`src/rtl/tcs_pkg.sv`:
```
package tcs_pkg;
    localparam int IR_BITS = 6;
    localparam int CFG_DR_BITS = 64;
    localparam int WORD_BITS = 32;
    localparam int FIFO_DEPTH = 16;
    localparam int SEQ_TCK_CYCLES = 12;
    localparam logic [3:0] SEQ_LAST = 4'hc;
    localparam logic [4:0] WORD_LAST_BIT = 5'h1f;
    localparam logic [2:0] MODE_TAP_CONFIG = 3'h5;
    // Opcodes as shifted, first bit shifted sits in bit 0
    localparam logic [IR_BITS-1:0] IR_CFG_LOAD = 6'h14;
    localparam logic [IR_BITS-1:0] IR_STARTUP = 6'h06;
    localparam logic [IR_BITS-1:0] IR_SHUTDOWN = 6'h16;
    localparam logic [IR_BITS-1:0] IR_BYPASS = 6'h3f;
    localparam logic [IR_BITS-1:0] IR_CAPTURE = 6'h01;
    localparam logic [1:0] STRAP_WAIT = 2'h3;

    typedef enum logic [15:0] {
        TEST_LOGIC_RESET_STATE = 16'h0001,
        RUN_TEST_IDLE_STATE = 16'h0002,
        SELECT_DR = 16'h0004,
        CAPTURE_DR = 16'h0008,
        SHIFT_DR = 16'h0010,
        EXIT1_DR = 16'h0020,
        PAUSE_DR = 16'h0040,
        EXIT2_DR = 16'h0080,
        UPDATE_DR = 16'h0100,
        SELECT_IR = 16'h0200,
        CAPTURE_IR = 16'h0400,
        SHIFT_IR = 16'h0800,
        EXIT1_IR = 16'h1000,
        PAUSE_IR = 16'h2000,
        EXIT2_IR = 16'h4000,
        UPDATE_IR = 16'h8000
    } tcs_tap_t;
endpackage

```
`src/rtl/tcs_stream_if.sv`:
```
`timescale 1ns/1ps
interface tcs_stream_if #(parameter int WIDTH = 32);
    logic valid;
    logic ready;
    logic [WIDTH-1:0] data;
    modport src (output valid, output data, input ready);
    modport snk (input valid, input data, output ready);
endinterface

```
`src/rtl/tcs_fifo.sv`:
```
`timescale 1ns/1ps
module tcs_fifo #(
    parameter int WIDTH = 32,
    parameter int DEPTH = 16
) (
    input wire logic clock,
    input wire logic rstN,
    tcs_stream_if.snk wr,
    tcs_stream_if.src rd
);
    localparam int AW = $clog2(DEPTH);

    if (DEPTH < 2 || (1 << AW) != DEPTH) begin : g_bad_depth
        $error("FIFO depth must be a power of two, at least 2");
    end

    logic [WIDTH-1:0] mem [DEPTH];
    logic [AW-1:0] wrPtr;
    logic [AW-1:0] rdPtr;
    logic [AW:0] count;
    logic outValid;
    logic [WIDTH-1:0] outData;

    wire push = wr.valid && wr.ready;
    wire load = (count != '0) && (!outValid || rd.ready);
    wire [AW:0] next_count = count + {{AW{1'b0}}, push} - {{AW{1'b0}}, load};

    assign wr.ready = count != (AW+1)'(DEPTH);
    assign rd.valid = outValid;
    assign rd.data = outData;

    always_ff @(posedge clock) begin
        if (push) begin
            mem[wrPtr] <= wr.data;
        end
        if (load) begin
            outData <= mem[rdPtr];
        end
    end

    always_ff @(posedge clock or negedge rstN) begin
        if (!rstN) begin
            wrPtr <= '0;
            rdPtr <= '0;
            count <= '0;
            outValid <= 1'b0;
        end else begin
            wrPtr <= wrPtr + AW'(push);
            rdPtr <= rdPtr + AW'(load);
            count <= next_count;
            outValid <= load || (outValid && !rd.ready);
        end
    end
endmodule

```
`src/rtl/tcs_top.sv`:
```
`timescale 1ns/1ps
module tcs_top #(
    parameter logic [31:0] SYNC_WORD = 32'h0000_0001,
    parameter logic [31:0] CRC_RESET_CMD = 32'h0000_0002,
    parameter logic [31:0] HOLD_CMD = 32'h0000_0003
) (
    input wire logic clock,
    input wire logic resetn,
    input wire logic tck,
    input wire logic tms,
    input wire logic tdi,
    output logic tdo,
    output logic tdoOeN,
    input wire logic programClearN,
    input wire logic modePinHighBit,
    input wire logic modePinMidBit,
    input wire logic modePinLowBit,
    output logic modeStrapOk,
    output logic [tcs_pkg::WORD_BITS-1:0] cfgWord,
    output logic cfgWordValid,
    input wire logic cfgWordReady,
    output logic configDone,
    output logic globalInterconnectHoldN,
    output logic memClear,
    output logic crcReset,
    output logic overrun
);
    import tcs_pkg::*;

    logic [1:0] rstPipe;
    wire rstN = rstPipe[1];

    always_ff @(posedge clock or negedge resetn) begin
        if (!resetn) begin
            rstPipe <= 2'h0;
        end else begin
            rstPipe <= {rstPipe[0], 1'b1};
        end
    end

    // Pin synchronisers, stage 0 read only by stage 1
    logic [7:0] syncA;
    logic [7:0] syncB;
    logic tckLast;
    logic progLast;
    wire [7:0] pinsIn = {modePinHighBit, modePinMidBit, modePinLowBit,
                         1'b0, programClearN, tdi, tms, tck};

    always_ff @(posedge clock or negedge rstN) begin
        if (!rstN) begin
            syncA <= 8'h08;
            syncB <= 8'h08;
            tckLast <= 1'b0;
            progLast <= 1'b1;
        end else begin
            syncA <= pinsIn;
            syncB <= syncA;
            tckLast <= syncB[0];
            progLast <= syncB[3];
        end
    end

    wire tckS = syncB[0];
    wire tmsS = syncB[1];
    wire tdiS = syncB[2];
    wire progS = syncB[3];
    wire [2:0] modeS = syncB[7:5];
    wire tckRise = tckS && !tckLast;
    wire tckFall = !tckS && tckLast;
    wire progFall = !progS && progLast;

    // Test-port controller
    tcs_tap_t tapState;
    tcs_tap_t next_tap;

    always_comb begin
        next_tap = tapState;
        case (tapState)
            TEST_LOGIC_RESET_STATE: next_tap = tmsS ? TEST_LOGIC_RESET_STATE : RUN_TEST_IDLE_STATE;
            RUN_TEST_IDLE_STATE: next_tap = tmsS ? SELECT_DR : RUN_TEST_IDLE_STATE;
            SELECT_DR: next_tap = tmsS ? SELECT_IR : CAPTURE_DR;
            CAPTURE_DR: next_tap = tmsS ? EXIT1_DR : SHIFT_DR;
            SHIFT_DR: next_tap = tmsS ? EXIT1_DR : SHIFT_DR;
            EXIT1_DR: next_tap = tmsS ? UPDATE_DR : PAUSE_DR;
            PAUSE_DR: next_tap = tmsS ? EXIT2_DR : PAUSE_DR;
            EXIT2_DR: next_tap = tmsS ? UPDATE_DR : SHIFT_DR;
            UPDATE_DR: next_tap = tmsS ? SELECT_DR : RUN_TEST_IDLE_STATE;
            SELECT_IR: next_tap = tmsS ? TEST_LOGIC_RESET_STATE : CAPTURE_IR;
            CAPTURE_IR: next_tap = tmsS ? EXIT1_IR : SHIFT_IR;
            SHIFT_IR: next_tap = tmsS ? EXIT1_IR : SHIFT_IR;
            EXIT1_IR: next_tap = tmsS ? UPDATE_IR : PAUSE_IR;
            PAUSE_IR: next_tap = tmsS ? EXIT2_IR : PAUSE_IR;
            EXIT2_IR: next_tap = tmsS ? UPDATE_IR : SHIFT_IR;
            UPDATE_IR: next_tap = tmsS ? SELECT_DR : RUN_TEST_IDLE_STATE;
            default: next_tap = TEST_LOGIC_RESET_STATE;
        endcase
    end

    always_ff @(posedge clock or negedge rstN) begin
        if (!rstN) begin
            tapState <= TEST_LOGIC_RESET_STATE;
        end else if (tckRise) begin
            tapState <= next_tap;
        end
    end

    // Instruction and data registers
    logic [IR_BITS-1:0] irShift;
    logic [IR_BITS-1:0] ir;
    logic [CFG_DR_BITS-1:0] cfgDr;
    logic bypassBit;
    logic [4:0] bitCount;

    wire inShiftIr = tapState == SHIFT_IR;
    wire inShiftDr = tapState == SHIFT_DR;
    wire irCfg = ir == IR_CFG_LOAD;
    wire irStart = ir == IR_STARTUP;
    wire irShut = ir == IR_SHUTDOWN;
    wire drShiftCfg = tckRise && inShiftDr && irCfg;
    wire [WORD_BITS-1:0] newWord = {cfgDr[WORD_BITS-2:0], tdiS};
    wire wordDone = drShiftCfg && bitCount == WORD_LAST_BIT;

    always_ff @(posedge clock or negedge rstN) begin
        if (!rstN) begin
            irShift <= IR_CAPTURE;
            ir <= IR_BYPASS;
        end else if (tckRise) begin
            if (tapState == TEST_LOGIC_RESET_STATE) begin
                ir <= IR_BYPASS;
            end
            if (tapState == CAPTURE_IR) begin
                irShift <= IR_CAPTURE;
            end
            if (inShiftIr) begin
                irShift <= {tdiS, irShift[IR_BITS-1:1]};
            end
            if (tapState == UPDATE_IR) begin
                ir <= irShift;
            end
        end
    end

    always_ff @(posedge clock or negedge rstN) begin
        if (!rstN) begin
            cfgDr <= '0;
            bypassBit <= 1'b0;
            bitCount <= 5'h00;
        end else begin
            if (drShiftCfg) begin
                cfgDr <= {cfgDr[CFG_DR_BITS-2:0], tdiS};
                bitCount <= bitCount + 5'h01;
            end
            if (tckRise && tapState == CAPTURE_DR) begin
                bypassBit <= 1'b0;
            end
            if (tckRise && inShiftDr) begin
                bypassBit <= tdiS;
            end
            if (progFall) begin
                bitCount <= 5'h00;
            end
        end
    end

    // TDO changes on falling TCK, enabled only in shift states
    wire drOut = irCfg ? cfgDr[CFG_DR_BITS-1] : bypassBit;

    always_ff @(posedge clock or negedge rstN) begin
        if (!rstN) begin
            tdo <= 1'b0;
            tdoOeN <= 1'b1;
        end else if (tckFall) begin
            tdo <= inShiftIr ? irShift[0] : drOut;
            tdoOeN <= !(inShiftIr || inShiftDr);
        end
    end

    // Word stream into the buffer
    tcs_stream_if #(.WIDTH(WORD_BITS)) fillIf ();
    tcs_stream_if #(.WIDTH(WORD_BITS)) drainIf ();

    assign fillIf.valid = wordDone;
    assign fillIf.data = newWord;
    assign cfgWord = drainIf.data;
    assign cfgWordValid = drainIf.valid;
    assign drainIf.ready = cfgWordReady;

    tcs_fifo #(.WIDTH(WORD_BITS), .DEPTH(FIFO_DEPTH)) wordFifo (
        .clock(clock),
        .rstN(rstN),
        .wr(fillIf),
        .rd(drainIf)
    );

    // Command watch and startup or shutdown sequencing
    logic synced;
    logic [3:0] seqCount;
    logic [1:0] strapWait;

    wire seqTick = tckRise && tapState == RUN_TEST_IDLE_STATE && (irStart || irShut);
    wire seqEnd = seqTick && seqCount == SEQ_LAST - 4'h1;
    wire gotSync = wordDone && newWord == SYNC_WORD;
    wire gotCrcReset = wordDone && synced && newWord == CRC_RESET_CMD;
    wire gotHold = wordDone && synced && newWord == HOLD_CMD;

    always_ff @(posedge clock or negedge rstN) begin
        if (!rstN) begin
            synced <= 1'b0;
            seqCount <= 4'h0;
            configDone <= 1'b0;
            globalInterconnectHoldN <= 1'b0;
            memClear <= 1'b0;
            crcReset <= 1'b0;
            overrun <= 1'b0;
            strapWait <= 2'h0;
            modeStrapOk <= 1'b0;
        end else begin
            memClear <= progFall;
            crcReset <= gotCrcReset;
            if (strapWait != STRAP_WAIT) begin
                strapWait <= strapWait + 2'h1;
                modeStrapOk <= modeS == MODE_TAP_CONFIG;
            end
            if (gotSync) begin
                synced <= 1'b1;
            end
            if (gotHold) begin
                globalInterconnectHoldN <= 1'b0;
            end
            if (tckRise && tapState == UPDATE_IR) begin
                seqCount <= 4'h0;
            end else if (seqTick && seqCount != SEQ_LAST) begin
                seqCount <= seqCount + 4'h1;
            end
            if (seqEnd && irStart) begin
                configDone <= 1'b1;
                globalInterconnectHoldN <= 1'b1;
                synced <= 1'b0;
            end
            if (seqEnd && irShut) begin
                configDone <= 1'b0;
                globalInterconnectHoldN <= 1'b0;
            end
            if (progFall) begin
                configDone <= 1'b0;
                globalInterconnectHoldN <= 1'b0;
                synced <= 1'b0;
                overrun <= 1'b0;
            end
            // Lost word wins over a same-cycle clear
            if (wordDone && !fillIf.ready) begin
                overrun <= 1'b1;
            end
        end
    end
endmodule

```
`config.mk`:
```
export PLATFORM = sky130hd
export DESIGN_NAME = tcs_top
export DESIGN_NICKNAME = d
export VERILOG_FILES = /design/src/rtl/tcs_pkg.sv /design/src/rtl/tcs_stream_if.sv /design/src/rtl/tcs_fifo.sv /design/src/rtl/tcs_top.sv
export SDC_FILE = /design/constraint.sdc
export NUM_CORES = 1
export LEC_CHECK = 0
export BUFFER_PORTS_ARGS = -buffer_cell sky130_fd_sc_hd__clkbuf_2
export CORE_MARGIN = 1.5
export CORE_UTILIZATION = 45
export CTS_CLUSTER_DIAMETER = 80
export DETAILED_ROUTE_END_ITERATION = 10
export MAX_ROUTING_LAYER = met4
export PLACE_DENSITY = 0.61
export REMOVE_ABC_BUFFERS = 1
export SYNTH_ARGS = -nofsm -noshare
export SYNTH_HDL_FRONTEND = slang
export SYNTH_SLANG_ARGS = --single-unit
export TNS_END_PERCENT = 10
```
`constraint.sdc`:
```
create_clock -name clock -period 4.1 [get_ports clock]
set_input_delay 0.205 -clock clock [delete_from_list [all_inputs] [get_ports clock]]
set_output_delay 0.205 -clock clock [all_outputs]
set_load 0.02 [all_outputs]
```
==> results of run 1 <==
flip-flops by register name (all words and copies together), names as in the netlist, 4 cells and up:
signal            count
wordFifo.rd.data     32
syncB                 7
irShift               6
cfgDr                64
tapState             16
seqCount              4
syncA                 7
wordFifo.count        5
ir                    6
wordFifo.mem        512
bitCount              5
wordFifo.rdPtr        4
wordFifo.wrPtr        4
through the flow:
| stage | power (mW) | utilization |
|---|---|---|
| 6_report | 16.1 | 0.522 |
| 5_1_grt | 16.8 | 0.522 |
| 4_1_cts | 16.4 | 0.522 |
| 3_5_place_dp | 10.1 | 0.481 |
| 3_3_place_gp | 10.1 | 0.481 |
| 2_1_floorplan | 9.47 | - |
layout make-up:
class,instances,area (sq um),share of cell area
diodes,1,2.50,0.0000828
clock buffers,95,2010,0.0665
clock inverters,31,260,0.00861
inverters,17,63.8,0.00211
multi-input cells,629,6240,0.206
flip-flops and latches,689,20000,0.661
well taps,765,957,0.0317
repair buffers,89,706,0.0233
worst paths after layout:
path / from / end / slack [ps]
hold reg to reg: syncA[5] / syncB[5] / 340
min in group asynchronous: resetn / rstPipe[1] / 470
max in group asynchronous: rstPipe[1] / wordFifo.rdPtr[0] / 2520
setup / recovery: tapState[14] / wordFifo.mem[7][31] / 760
hold / removal: programClearN / syncA[3] / 250
setup reg to reg: tapState[14] / wordFifo.mem[7][31] / 760
worst max-delay path, cell delays in order, from the launching register on:
cell and delay (ps):
sky130_fd_sc_hd__dfrtp_1 500, sky130_fd_sc_hd__nor4_2 630, sky130_fd_sc_hd__nand4_1 300, sky130_fd_sc_hd__nor4_2 280, sky130_fd_sc_hd__buf_4 220, sky130_fd_sc_hd__nand3b_1 300
sky130_fd_sc_hd__nor2_4 540, sky130_fd_sc_hd__buf_12 250
cell families (layout without fill, tap and decap cells):
family,after synthesis,after routing,share of synthesized area
AO/OA/AOI/OAI,63,63,0.0147
XOR/XNOR,24,24,0.00795
adder cells (fa/ha/maj),16,16,0.00785
buffers and inverters,90,232,0.0134
flip-flops,689,689,0.755
multiplexers,163,163,0.137
other,1,2,0.000142
AND/OR/NAND/NOR,362,362,0.0631
what timing repair did:
action                    in CTS  in global routing
hold endpoints to repair      10                  0
hold buffers                  10                  0
buffers inserted               0                  0
power by group through the flow:
stage               Clock, mW  Combinational, mW  Sequential, mW
floorplan                   0               1.06            8.42
global placement            0               1.93            8.12
detailed placement          0               1.94            8.13
CTS                      6.43               1.95            7.98
global route             6.68               2.06            8.01
finish                   6.28               1.90            7.96
cells in the mapped netlist, types with 9 or more instances:
| master | n | share of area |
|---|---|---|
| sky130_fd_sc_hd__a21oi_1 | 9 | 0.0017 |
| sky130_fd_sc_hd__buf_1 | 22 | 0.0031 |
| sky130_fd_sc_hd__buf_2 | 14 | 0.0026 |
| sky130_fd_sc_hd__clkbuf_1 | 37 | 0.0053 |
| sky130_fd_sc_hd__dfrtp_1 | 133 | 0.13 |
| sky130_fd_sc_hd__dfstp_2 | 12 | 0.012 |
| sky130_fd_sc_hd__edfxtp_1 | 544 | 0.62 |
| sky130_fd_sc_hd__ha_1 | 15 | 0.0071 |
| sky130_fd_sc_hd__inv_1 | 17 | 0.0024 |
| sky130_fd_sc_hd__mux4_2 | 160 | 0.14 |
| sky130_fd_sc_hd__nand2_1 | 227 | 0.032 |
| sky130_fd_sc_hd__nand3_1 | 18 | 0.0034 |
| sky130_fd_sc_hd__nand4_1 | 12 | 0.0028 |
| sky130_fd_sc_hd__nor2_1 | 31 | 0.0044 |
| sky130_fd_sc_hd__nor3_1 | 17 | 0.0032 |
| sky130_fd_sc_hd__nor4_1 | 14 | 0.0033 |
| sky130_fd_sc_hd__o21ai_0 | 32 | 0.0061 |
| sky130_fd_sc_hd__xnor2_1 | 14 | 0.0046 |
| sky130_fd_sc_hd__xor2_1 | 10 | 0.0033 |
cell usage in the layout, fill, tap and decap left out, drive strengths merged, types with 7 or more instances in the layout:
cell / synthesis / layout
dfstp: 12 / 12
ha: 15 / 15
nand2b: 7 / 7
clkbuf: 37 / 145
nand2: 227 / 227
inv: 17 / 17
nand4: 12 / 12
edfxtp: 544 / 544
nor2: 31 / 31
xnor2: 14 / 14
dlygate4sd3: 0 / 10
nor4: 17 / 17
buf: 36 / 29
dfrtp: 133 / 133
clkinv: 0 / 25
mux4: 160 / 160
nand3: 19 / 19
a21oi: 9 / 9
xor2: 10 / 10
o21ai: 32 / 32
nor3: 17 / 17
layer usage:
layer / up-vias / wire length (um) / share of wire / GRT usage
met4: 0 / 1050 / 0.019 / 0.0484
met1: 6772 / 25200 / 0.47 / 0.285
met2: 333 / 24800 / 0.46 / 0.278
met5: - / 0 / 0 / -
met3: 75 / 2900 / 0.054 / 0.0350
li1: 5696 / - / - / -
==> results summary, run 1 <==
The core region area came out at 57900 sq um. The peak supply drop is around 0.00048 V. The total detailed-routing wirelength came out at 53900 um. The worst setup margin is 756 ps. The first global-routing pass estimated around 83000 um of wire. The count of distinct cell types in the synthesized netlist came out at 52.

Of the cells placed in the final design, the portion with a size suffix greater than 1 is 0.245. The post-CTS clock slew at the launch and capture registers of the worst setup and hold paths is 60 ps. The number of vias in the routed layout is between 10000 and 15000.

For this run, the post-layout net count is about 1500. The worst hold path belongs to the class in -> reg. The internal power component came out at between 10 and 15 mW. The detailed-route DRC error count is 0. The via density per instance is roughly 5.6. The worst slack at placement came out at approximately 790 ps. The pre-antenna-repair detailed-routing pass consisted of 5 iterations. The final critical-path share of the clock period is 0.816. The clock net in this run drives a total of approximately 690 sinks. In the synthesized netlist the dominant register cell turns out to be sky130_fd_sc_hd__edfxtp_1. The die is 245 um tall.

Post-CTS repair changed the size of 0 cells. The final max-slew violation count is 0. For the pin with the worst max-slew slack, the measured transition is 1090 ps.

Dividing total power by cell area gives a power density of about 530 nW/um^2. The Yosys warning count came out at 0. The worst register-to-register path has a depth of 7.

The final sum of negative setup slack came out at 0 ps. The clock power share came out at 0.389. The kind of critical path is reg -> reg. The register bit count reported by yosys is 689. Counting tap cells, the placed design contains a total of roughly 2200 instances. The cell sitting at the root of the clock tree is a sky130_fd_sc_hd__clkbuf_16. Of the total power, the share spent switching nets is 0.243. The number of instances in the synthesized netlist came out at between 1000 and 1500. The average wire per cell in the routed design came out at 23.3 um. The number of nets still failing antenna checks after routing is 0. The combinational group share of total power came out at 0.117. The data arrival time of the critical path is around 3600 ps. The maximum number of pins on one net before global-route repair came out at about 130. Timing would allow up to roughly 300 MHz. For the finished layout, the period the worst path requires is around 3300 ps.

The final-layout fill cell count came out at approximately 4600. The synthesized design contains 544 enable-type register cells. Setup violations remaining at the end of the flow were counted as 0. The number of antenna violations at the first check in global routing came out at 5. The post-place instance area came out at 27900 sq um. The area added between synthesis and finish is 14.3%.

The sequential share of power came out at 0.493. The estimated wirelength of the detail-placed design is 33100 um. The worst hold path was traced through 2 stages. The number of maximum-capacitance violations came out at 0. Of the synthesized area, sequential elements account for 0.755. Setup repair after global routing left no endpoint under its margin.

The effective utilization at floorplan came out at 0.457. The max-slew headroom at the worst pin is 0.272. The floorplan die width is roughly 250 um. The total routing usage reported by global routing is 0.192.

The switching power summed over all nets is ~3.9 mW. The number of buffers on the longest clock path is 3. The final clock skew came out at between 30 and 40 ps. TritonCTS created 72 clock buffers. Once layout is done, the placed cells without fillers occupy about 30000 sq um. The cell row count is about 90. The clock latency of the later-clocked register in the worst-skew pair came out at ~610 ps.

The flow ran to the end, and the final reports show no timing, DRC or antenna violations. The worst setup path is captured at a flop. The count of non-filler cells in the finished layout is between 2000 and 2500. The H-tree depth is 3. TritonCTS built the clock tree. The worst hold slack across all endpoints came out at between 200 and 250 ps. The via count of the first global-routing pass is 13200.

The leakage power of the design came out at ~12 nW. The netlist area before placement came out at around 26000 sq um. The routability congestion estimate came out at ~0.83. The number of design-rule violations left by the first detailed-router iteration is slightly above 1000. The worst path required time is 4400 ps.

The share of synthesized flip-flops with an asynchronous set or reset came out at 0.210. The final count of hold timing violations was 0. The number of top-level pins is just over 50. The largest fanout on the critical path came out at 18. The average footprint of a synthesized cell is 18.8 sq um. The count of buffers inserted at the top-level ports is 50.

After global routing the overflow that remains totals 0. The worst setup path is launched from a flop. The overall die area came out at 60200 sq um.
Power figures use the tool's default switching activity.
==> run 2, diff against run 1 <==
==> constraint.sdc (replaced) <==
create_clock -name clock -period 3.01 [get_ports clock]
set_input_delay 0.1505 -clock clock [delete_from_list [all_inputs] [get_ports clock]]
set_output_delay 0.1505 -clock clock [all_outputs]
set_load 0.02 [all_outputs]
==> run 2 against run 1 <==
  * Register-to-register slack got worse by 490 ps
  * Maximum frequency rose by 22%
  * Largest cell class unchanged
  * Largest power group unchanged
  * Die area did not move
  * First-iteration DRC count rose by 3.3%
  * Global-route usage barely moved
  * Sequential power rose by 36%
  * Clock power rose by 36%
  * Critical endpoint is now wordFifo.mem[8][12]
  * Count of clock-buffer cells in the layout rose by 10
  * Core utilization rose by 0.79 points
  * Power rose by 37%
==> results summary, run 2 (synthesized netlist as in run 1, its figures left out) <==
The run finished with clean final reports. The clock latency of the later-clocked register in the worst-skew pair is a little over 600 ps. The number of top-level pins is between 50 and 60. The register with the most flip-flops in the final layout is wordFifo.mem. The analysis attributes to cell leakage a power of between 10 and 15 nW. The worst setup path is launched from a flop. The cell row count came out at between 80 and 90. The upper clock frequency limit came out at ~360 MHz. The global-route wire length before repair is 83600 um. For the pin with the worst max-slew slack, the measured transition is 727 ps. The signal on the critical path passes through nor4_4 -> nand4_1 -> nor4_2 -> buf_4 -> nand3b_1 -> nor3_2 -> buf_4. The number of maximum-capacitance violations is 0. The type of the worst min-delay path is in -> reg. The largest single stage delay on the critical path is around 490 ps. The number of inserted diodes is 0. The post-layout net count came out at 1568.

The peak supply drop is approximately 0.00045 V. The count of cells in the finished layout, fillers not included, comes to between 2000 and 2500. The aggregate global routing overflow came out at 0.

The total routing usage reported by global routing is 0.192. The estimated wirelength of the detail-placed design came out at between 30000 and 40000 um. The internal power component came out at 16.7 mW.

The sequential share of power came out at 0.488. The switching share of power came out at 0.246. The initial utilization of the core area, before any placement, comes to 0.457. CTS placed an instance of sky130_fd_sc_hd__clkbuf_16 at the clock tree root. By instance count, the cell type seen most on the critical path is sky130_fd_sc_hd__buf_4.

The number of design-rule violations left by the first detailed-router iteration is roughly 1100. The post-CTS clock slew at the launch and capture registers of the worst setup and hold paths came out at approximately 60 ps. STA puts the critical path data required time at 3300 ps. The average wire per cell in the routed design came out at between 20 and 25 um. The clock sink total is ~690.

Leaving out fill and tap cells, the most frequent cell in the layout is sky130_fd_sc_hd__edfxtp_1. The maximum number of pins on one net before global-route repair came out at 75. The number of cells after detailed placement came out at around 2200.

The H-tree depth came out at 3. The total design power came out at ~22 mW. The top cell types in the final layout, fill and taps aside, are sky130_fd_sc_hd__edfxtp_1 (544), sky130_fd_sc_hd__nand2_1 (227), sky130_fd_sc_hd__mux4_2 (160). The count of buffers inserted at the top-level ports came out at 50.

The overall die area is 60200 sq um. The number of nets still failing antenna checks after routing came out at 0. The power density of the placed cells came out at slightly above 700 nW/um^2. In the final layout, the share of cells above drive strength 1 is 0.265. The clock arrives with between 20 and 25 ps of skew. The hold buffer count at cts came out at 10. The number of buffers on the longest clock path came out at 3. Of the total power, the clock network draws 0.385.

Summed over all layers, the routed wires come to around 54000 um. The via count of the first global-routing pass came out at approximately 13000. The detailed-route DRC error count is 0. The kind of critical path is reg -> reg. The category of the worst setup path capture point is a flop. The data arrival time of the critical path is approximately 3000 ps. The final max-slew violation count came out at 0.

The die is around 250 um tall. TritonCTS built the clock tree. The CTS buffer count came out at between 70 and 80. The combinational group share of total power is 0.127. The number of flip-flops in the largest register came out at 512. The number of antenna violations at the first check in global routing came to 0. The routability congestion estimate came out at roughly 0.8. The post-cts gate resize count is 0.

The area added between synthesis and finish came out at 16.0%. The post-route core utilization is 0.530. Setup repair after global routing left no endpoint under its margin. The layout has about 4600 filler cells. For this run, the detailed router's first-pass iteration total came to 5. For flop-to-flop paths, the worst setup slack is approximately 270 ps. The final critical-path share of the clock period is 0.912.

The switching power summed over all nets is 5.43 mW. The final count of hold timing violations came out at 0. Final hold analysis gives a worst-case slack of about 190 ps. The total setup buffers inserted after CTS is 0. The post-layout minimum cycle time came out at around 2700 ps. The largest individual stage delay along the critical path comes from the cell sky130_fd_sc_hd__dfrtp_1. Headroom to the max-slew limit came out at 0.515. The final setup violation count came out at 0. The number of vias in the routed layout is between 10000 and 15000. The largest fanout on the critical path is 10. In this run the standard cell core region covers 57900 sq um. The via density per instance is 5.50. The floorplan step set the die width to between 200 and 250 um.
[run 2: stage by stage]
stage	area, sq um	setup WS [ps]	setup TNS [ps]
after global routing	30700	89.7	0
after CTS	30700	258	0
after detailed placement	28300	267	0
after global placement	28300	249	0
after floorplan	26200	-3320	-835850
final	30700	265	0
[run 2: cell type report]
type / instances / area [sq um] / share of cell area
Clock buffer: 105 / 2020 / 0.0658
Timing Repair Buffer: 133 / 1170 / 0.0382
Inverter: 17 / 63.8 / 0.00208
Multi-Input combinational cell: 629 / 6240 / 0.203
Tap cell: 765 / 957 / 0.0312
Clock inverter: 24 / 244 / 0.00795
Sequential cell: 689 / 20000 / 0.651
[run 2: metal layers]
metal | global-route usage | wire (um) | vias up
met3 | 0.0343 | 2680 | 77
met5 | - | 0 | -
met2 | 0.292 | 25700 | 324
li1 | - | - | 5781
met4 | 0.0473 | 1050 | 0
met1 | 0.272 | 24300 | 6817
[run 2: final timing paths]
| check | to | cells after the start | from |
|---|---|---|---|
| min in group asynchronous | cfgDr[41] | 0 | rstPipe[1] |
| setup reg to reg | wordFifo.mem[8][12] | 7 | tapState[9] |
| setup / recovery | wordFifo.mem[8][12] | 7 | tapState[9] |
| hold / removal | syncA[1] | 2 | tms |
| hold reg to reg | syncB[2] | 0 | syncA[2] |
| max in group asynchronous | ir[3] | 1 | rstPipe[1] |
[run 2: critical path, delay by kind of cell, from the launching register on]
family | cells | cell delay, ps
flops | 1 | 490
simple gates | 5 | 1480
buf+inv | 2 | 470
[run 2: power groups by stage]
stage | Clock, mW | Combinational [mW] | Sequential (mW)
6_report | 8.51 | 2.80 | 10.8
5_1_grt | 9.09 | 3.06 | 10.8
4_1_cts | 8.71 | 2.89 | 10.8
3_5_place_dp | 0 | 2.88 | 11.0
3_3_place_gp | 0 | 2.88 | 11.0
2_1_floorplan | 0 | 1.30 | 11.4
==> run 3, diff against run 2 <==
--- a/config.mk
+++ b/config.mk
@@ -15,5 +15,6 @@
 export REMOVE_ABC_BUFFERS = 1
 export SYNTH_ARGS = -nofsm -noshare
 export SYNTH_HDL_FRONTEND = slang
+export SYNTH_HIERARCHICAL = 1
 export SYNTH_SLANG_ARGS = --single-unit
 export TNS_END_PERCENT = 10
==> constraint.sdc (replaced) <==
create_clock -name clock -period 3.01 [get_ports clock]
set_input_delay 0.1505 -clock clock [delete_from_list [all_inputs] [get_ports clock]]
set_output_delay 0.1505 -clock clock [all_outputs]
set_load 0.01 [all_outputs]
==> run 3 against run 2 <==
  * The run now ends with setup timing left
  * Worst hold slack better by 18 ps
  * Critical path type unchanged
  * Largest power group unchanged
  * Final cell count grew 11%
  * First-iteration DRC count grew 9.9%
==> results summary, run 3 <==
The flow ran to the end, but the final reports show violations. The checks that failed: setup timing. The clock sink total came out at a little under 700.

The worst slack at placement came out at -306 ps. The area added between synthesis and finish came out at 18.9%. The floorplan die width came out at roughly 250 um. The via density per instance came out at approximately 5.6. The worst hold path belongs to the class in -> reg. For this block, the routed nets add up to ~60000 um of wire.

In the synthesized netlist the dominant register cell turns out to be sky130_fd_sc_hd__edfxtp_1. The number of vias in the routed layout came out at ~15000. In this run, CTS created clock tree buffers numbering 72. The global-route wire length before repair is 92800 um. The post-CTS clock slew at the launch and capture registers of the worst setup and hold paths is 60 ps. Of the available clock period, the critical path in the final layout requires 1.03. The cell row count came out at 89. The final max-slew violation count came out at 0. Measured along the y axis, the die boundary spans 247 um. The power density of the placed cells is 766 nW/um^2.

The clock passes through at most 3 buffers. The worst setup margin came out at -102 ps. TritonCTS built the clock tree.

In the final layout, the share of cells above drive strength 1 is 0.225. The post-route core utilization is 0.541. Leaving out fill and tap cells, the most frequent cells in the layout are sky130_fd_sc_hd__edfxtp_1 (544), sky130_fd_sc_hd__nand2_1 (268), sky130_fd_sc_hd__mux2i_1 (131). The overall die area came out at 61000 sq um. The H-tree depth came out at 3. The netlist area before placement is around 27000 sq um.

The aggregate global routing overflow came out at 0. Across the run, the number of max-cap violations was 0. The detailed-route DRC error count is 0.

The worst setup path is captured at a flop. The worst hold slack across all endpoints came out at ~210 ps. The fraction of synthesized cell area in xor and xnor cells came out at 0.00719. The sequential cell area is between 15000 and 20000 sq um.

More flip-flops sit in one register than any other, and that register is wordFifo/mem. The master cell of the clock root buffer is sky130_fd_sc_hd__clkbuf_16. The share of synthesized flip-flops with an asynchronous set or reset came out at 0.210. After synthesis, the largest family of logic cells by area is multiplexers. In this run the remaining antenna-violating nets after routing total 0. The Yosys warning count came out at 6.

Sorting the synthesized cells by how often they occur yields sky130_fd_sc_hd__edfxtp_1 (544), sky130_fd_sc_hd__nand2_1 (270), sky130_fd_sc_hd__dfrtp_1 (133), sky130_fd_sc_hd__mux2i_1 (131), sky130_fd_sc_hd__a221oi_1 (64). Leaving out fill and tap cells, the most frequent cell in the layout is sky130_fd_sc_hd__edfxtp_1. The maximum number of pins on one net before global-route repair came out at 94. The upper clock frequency limit came out at 321 MHz. Yosys attributes the largest share of cell area to sky130_fd_sc_hd__edfxtp_1 (61%), sky130_fd_sc_hd__dfrtp_1 (12%), sky130_fd_sc_hd__mux4_2 (5.2%), sky130_fd_sc_hd__mux2i_1 (4.9%), sky130_fd_sc_hd__nand2_1 (3.8%). The final sum of negative setup slack is -5990 ps. The critical path startpoint category is a flop. The count of distinct cell types in the synthesized netlist came out at between 50 and 60. The filler cells instantiated in the layout total 4603. Setup repair after global routing could not meet its margin everywhere. The effective utilization at floorplan came out at 0.455.

Of the total synthesized cell area, the portion taken by AND, OR, NAND and NOR gates is 0.0687. Yosys instantiated no cell more often than sky130_fd_sc_hd__edfxtp_1. The peak supply drop is 0.000522 V. Summing all multi-input logic gate instances after layout gives about 6500 sq um.

The adder-cell area share of the yosys netlist came out at 0.00682. The largest fanout on the critical path came out at 7. The total design power is about 24 mW. The first-pass detailed-route iteration total is 5. The post-synthesis compound-gate area fraction is 0.0478.

The area share of the largest cell type after synthesis came out at 0.610. The average footprint of a synthesized cell is ~17 sq um. The count of buffers inserted at the top-level ports is 50. sky130_fd_sc_hd__edfxtp_1 takes more of the synthesized area than any other cell. The number of design-rule violations left by the first detailed-router iteration came out at 1176. The max-slew headroom at the worst pin is 0.466.

For this run, the total global-route usage over all layers was measured as 0.211. The number of flip-flops in the largest register is ~510. The final clock skew is between 30 and 40 ps.

The estimated wirelength of the detail-placed design came out at between 30000 and 40000 um. At the worst endpoint, the required time is 3320 ps. The post-layout net count came out at ~1800.

The final count of hold timing violations came out at 0. The leakage power of the design came out at 13.1 nW. The congestion estimate from routability-driven global placement came to 0.850. Subtracting the final worst setup slack from the clock period gives 3110 ps.

51 I/O pins were placed. The number of synthesized flops with an enable pin came out at between 500 and 600. The number of antenna violations at the first check in global routing came out at 0. The via count of the first global-routing pass is roughly 15000.

After detailed routing, the average wire length per cell comes to roughly 23 um. Of the post-synthesis cell area, the part taken by muxes is 0.103. The sequential share of the synthesized area came out at 0.746. Clock latency on the worst-skew pair, taken at its later pin, is 610 ps.

The critical path is of the reg -> reg type. The data arrival time of the critical path is approximately 3400 ps. At the pin with the least slew margin, the transition time is around 800 ps.

The register bit count reported by yosys came out at 689. The number of inserted diodes is 0. The number of instances in the synthesized netlist came out at ~1600. The core region area is approximately 60000 sq um.

The final setup violation count came out at about 230.
run 3: cell count changes in the layout (fill, tap and decap cells not counted), sizes merged, moves of 5 or more:
| cell | change |
|---|---|
| nand3 | -7 |
| or4 | +5 |
| or2 | +5 |
| o21ai | +17 |
| mux2i | +130 |
| o31ai | +7 |
| mux4 | -96 |
| inv | -5 |
| nor2 | +10 |
| a21oi | +8 |
| a22oi | +32 |
| a221oi | +64 |
| nand2 | +43 |
| buf | +62 |
run 3: what timing repair did:
item	in CTS	in global routing
gates cloned	3	2
hold buffers	10	0
endpoints found under the hold margin	10	0
setup buffers	5	4
pin swaps	8	2
setup endpoints to repair	515	515
gates resized for setup	18	18
run 3: cell families (layout without fill, tap and decap cells):
| group | count (synthesis) | in the layout |
|---|---|---|
| simple gates | 410 | 410 |
| flops | 689 | 689 |
| mux | 196 | 196 |
| buf+inv | 94 | 340 |
| compound gates | 181 | 181 |
| xor+xnor | 22 | 22 |
| other cells | 1 | 1 |
| fa+ha+maj | 14 | 14 |
run 3: cell type report:
| cell class | instances | share of cell area |
|---|---|---|
| Clock buffer | 99 | 0.0642 |
| Clock inverter | 30 | 0.0102 |
| Inverter | 14 | 0.00173 |
| Multi-Input combinational cell | 824 | 0.203 |
| Sequential cell | 689 | 0.628 |
| Tap cell | 773 | 0.0304 |
| Timing Repair Buffer | 197 | 0.0626 |
run 3: critical path, cell delays in order, from the launching register on:
cell and delay [ps]:
sky130_fd_sc_hd__dfstp_2 530, sky130_fd_sc_hd__or4b_4 460, sky130_fd_sc_hd__or3b_4 410, sky130_fd_sc_hd__nor3_4 140
sky130_fd_sc_hd__nand2_2 80, sky130_fd_sc_hd__inv_2 70, sky130_fd_sc_hd__nand2_4 50, sky130_fd_sc_hd__buf_6 120
sky130_fd_sc_hd__or3_4 340, sky130_fd_sc_hd__buf_6 150, sky130_fd_sc_hd__nor2_4 110, sky130_fd_sc_hd__buf_12 140
sky130_fd_sc_hd__buf_12 100, sky130_fd_sc_hd__buf_16 130
run 3: worst paths after layout:
| kind | cells after the start | endpoint | slack [ps] | startpoint |
|---|---|---|---|---|
| max in group asynchronous | 1 | wordFifo/rdPtr[1] | 1940 | rstPipe[1] |
| min reg2reg | 1 | syncB[0] | 330 | rstPipe[1] |
| max | 13 | wordFifo/mem[12][19] | -100 | ir[2] |
| max reg2reg | 13 | wordFifo/mem[12][19] | -100 | ir[2] |
| min | 2 | syncA[3] | 210 | programClearN |
| min in group asynchronous | 1 | syncB[0] | 330 | rstPipe[1] |
run 3: routing by layer:
layer / track usage / vias to the layer above / share of wire / wire length [um]
li1: - / 6590 / - / -
met1: 0.274 / 7557 / 0.42 / 25700
met2: 0.349 / 396 / 0.51 / 30900
met3: 0.0311 / 86 / 0.047 / 2830
met4: 0.0581 / 0 / 0.022 / 1320
met5: - / - / 0 / 0
run 3: stage by stage:
stage,std cells,cell area (sq um)
finish,2626,31800
floorplan,1527,26300
CTS,2620,31700
global placement,2473,29000
global route,2626,31800
detailed placement,2473,29000
run 3: report_power, final:
group | total (mW) | switching (mW) | internal [mW] | leakage [nW]
Combinational | 4.70 | 2.81 | 1.89 | 3.81
Sequential | 10.8 | 0.247 | 10.6 | 8.15
Clock | 8.86 | 3.58 | 5.28 | 1.14
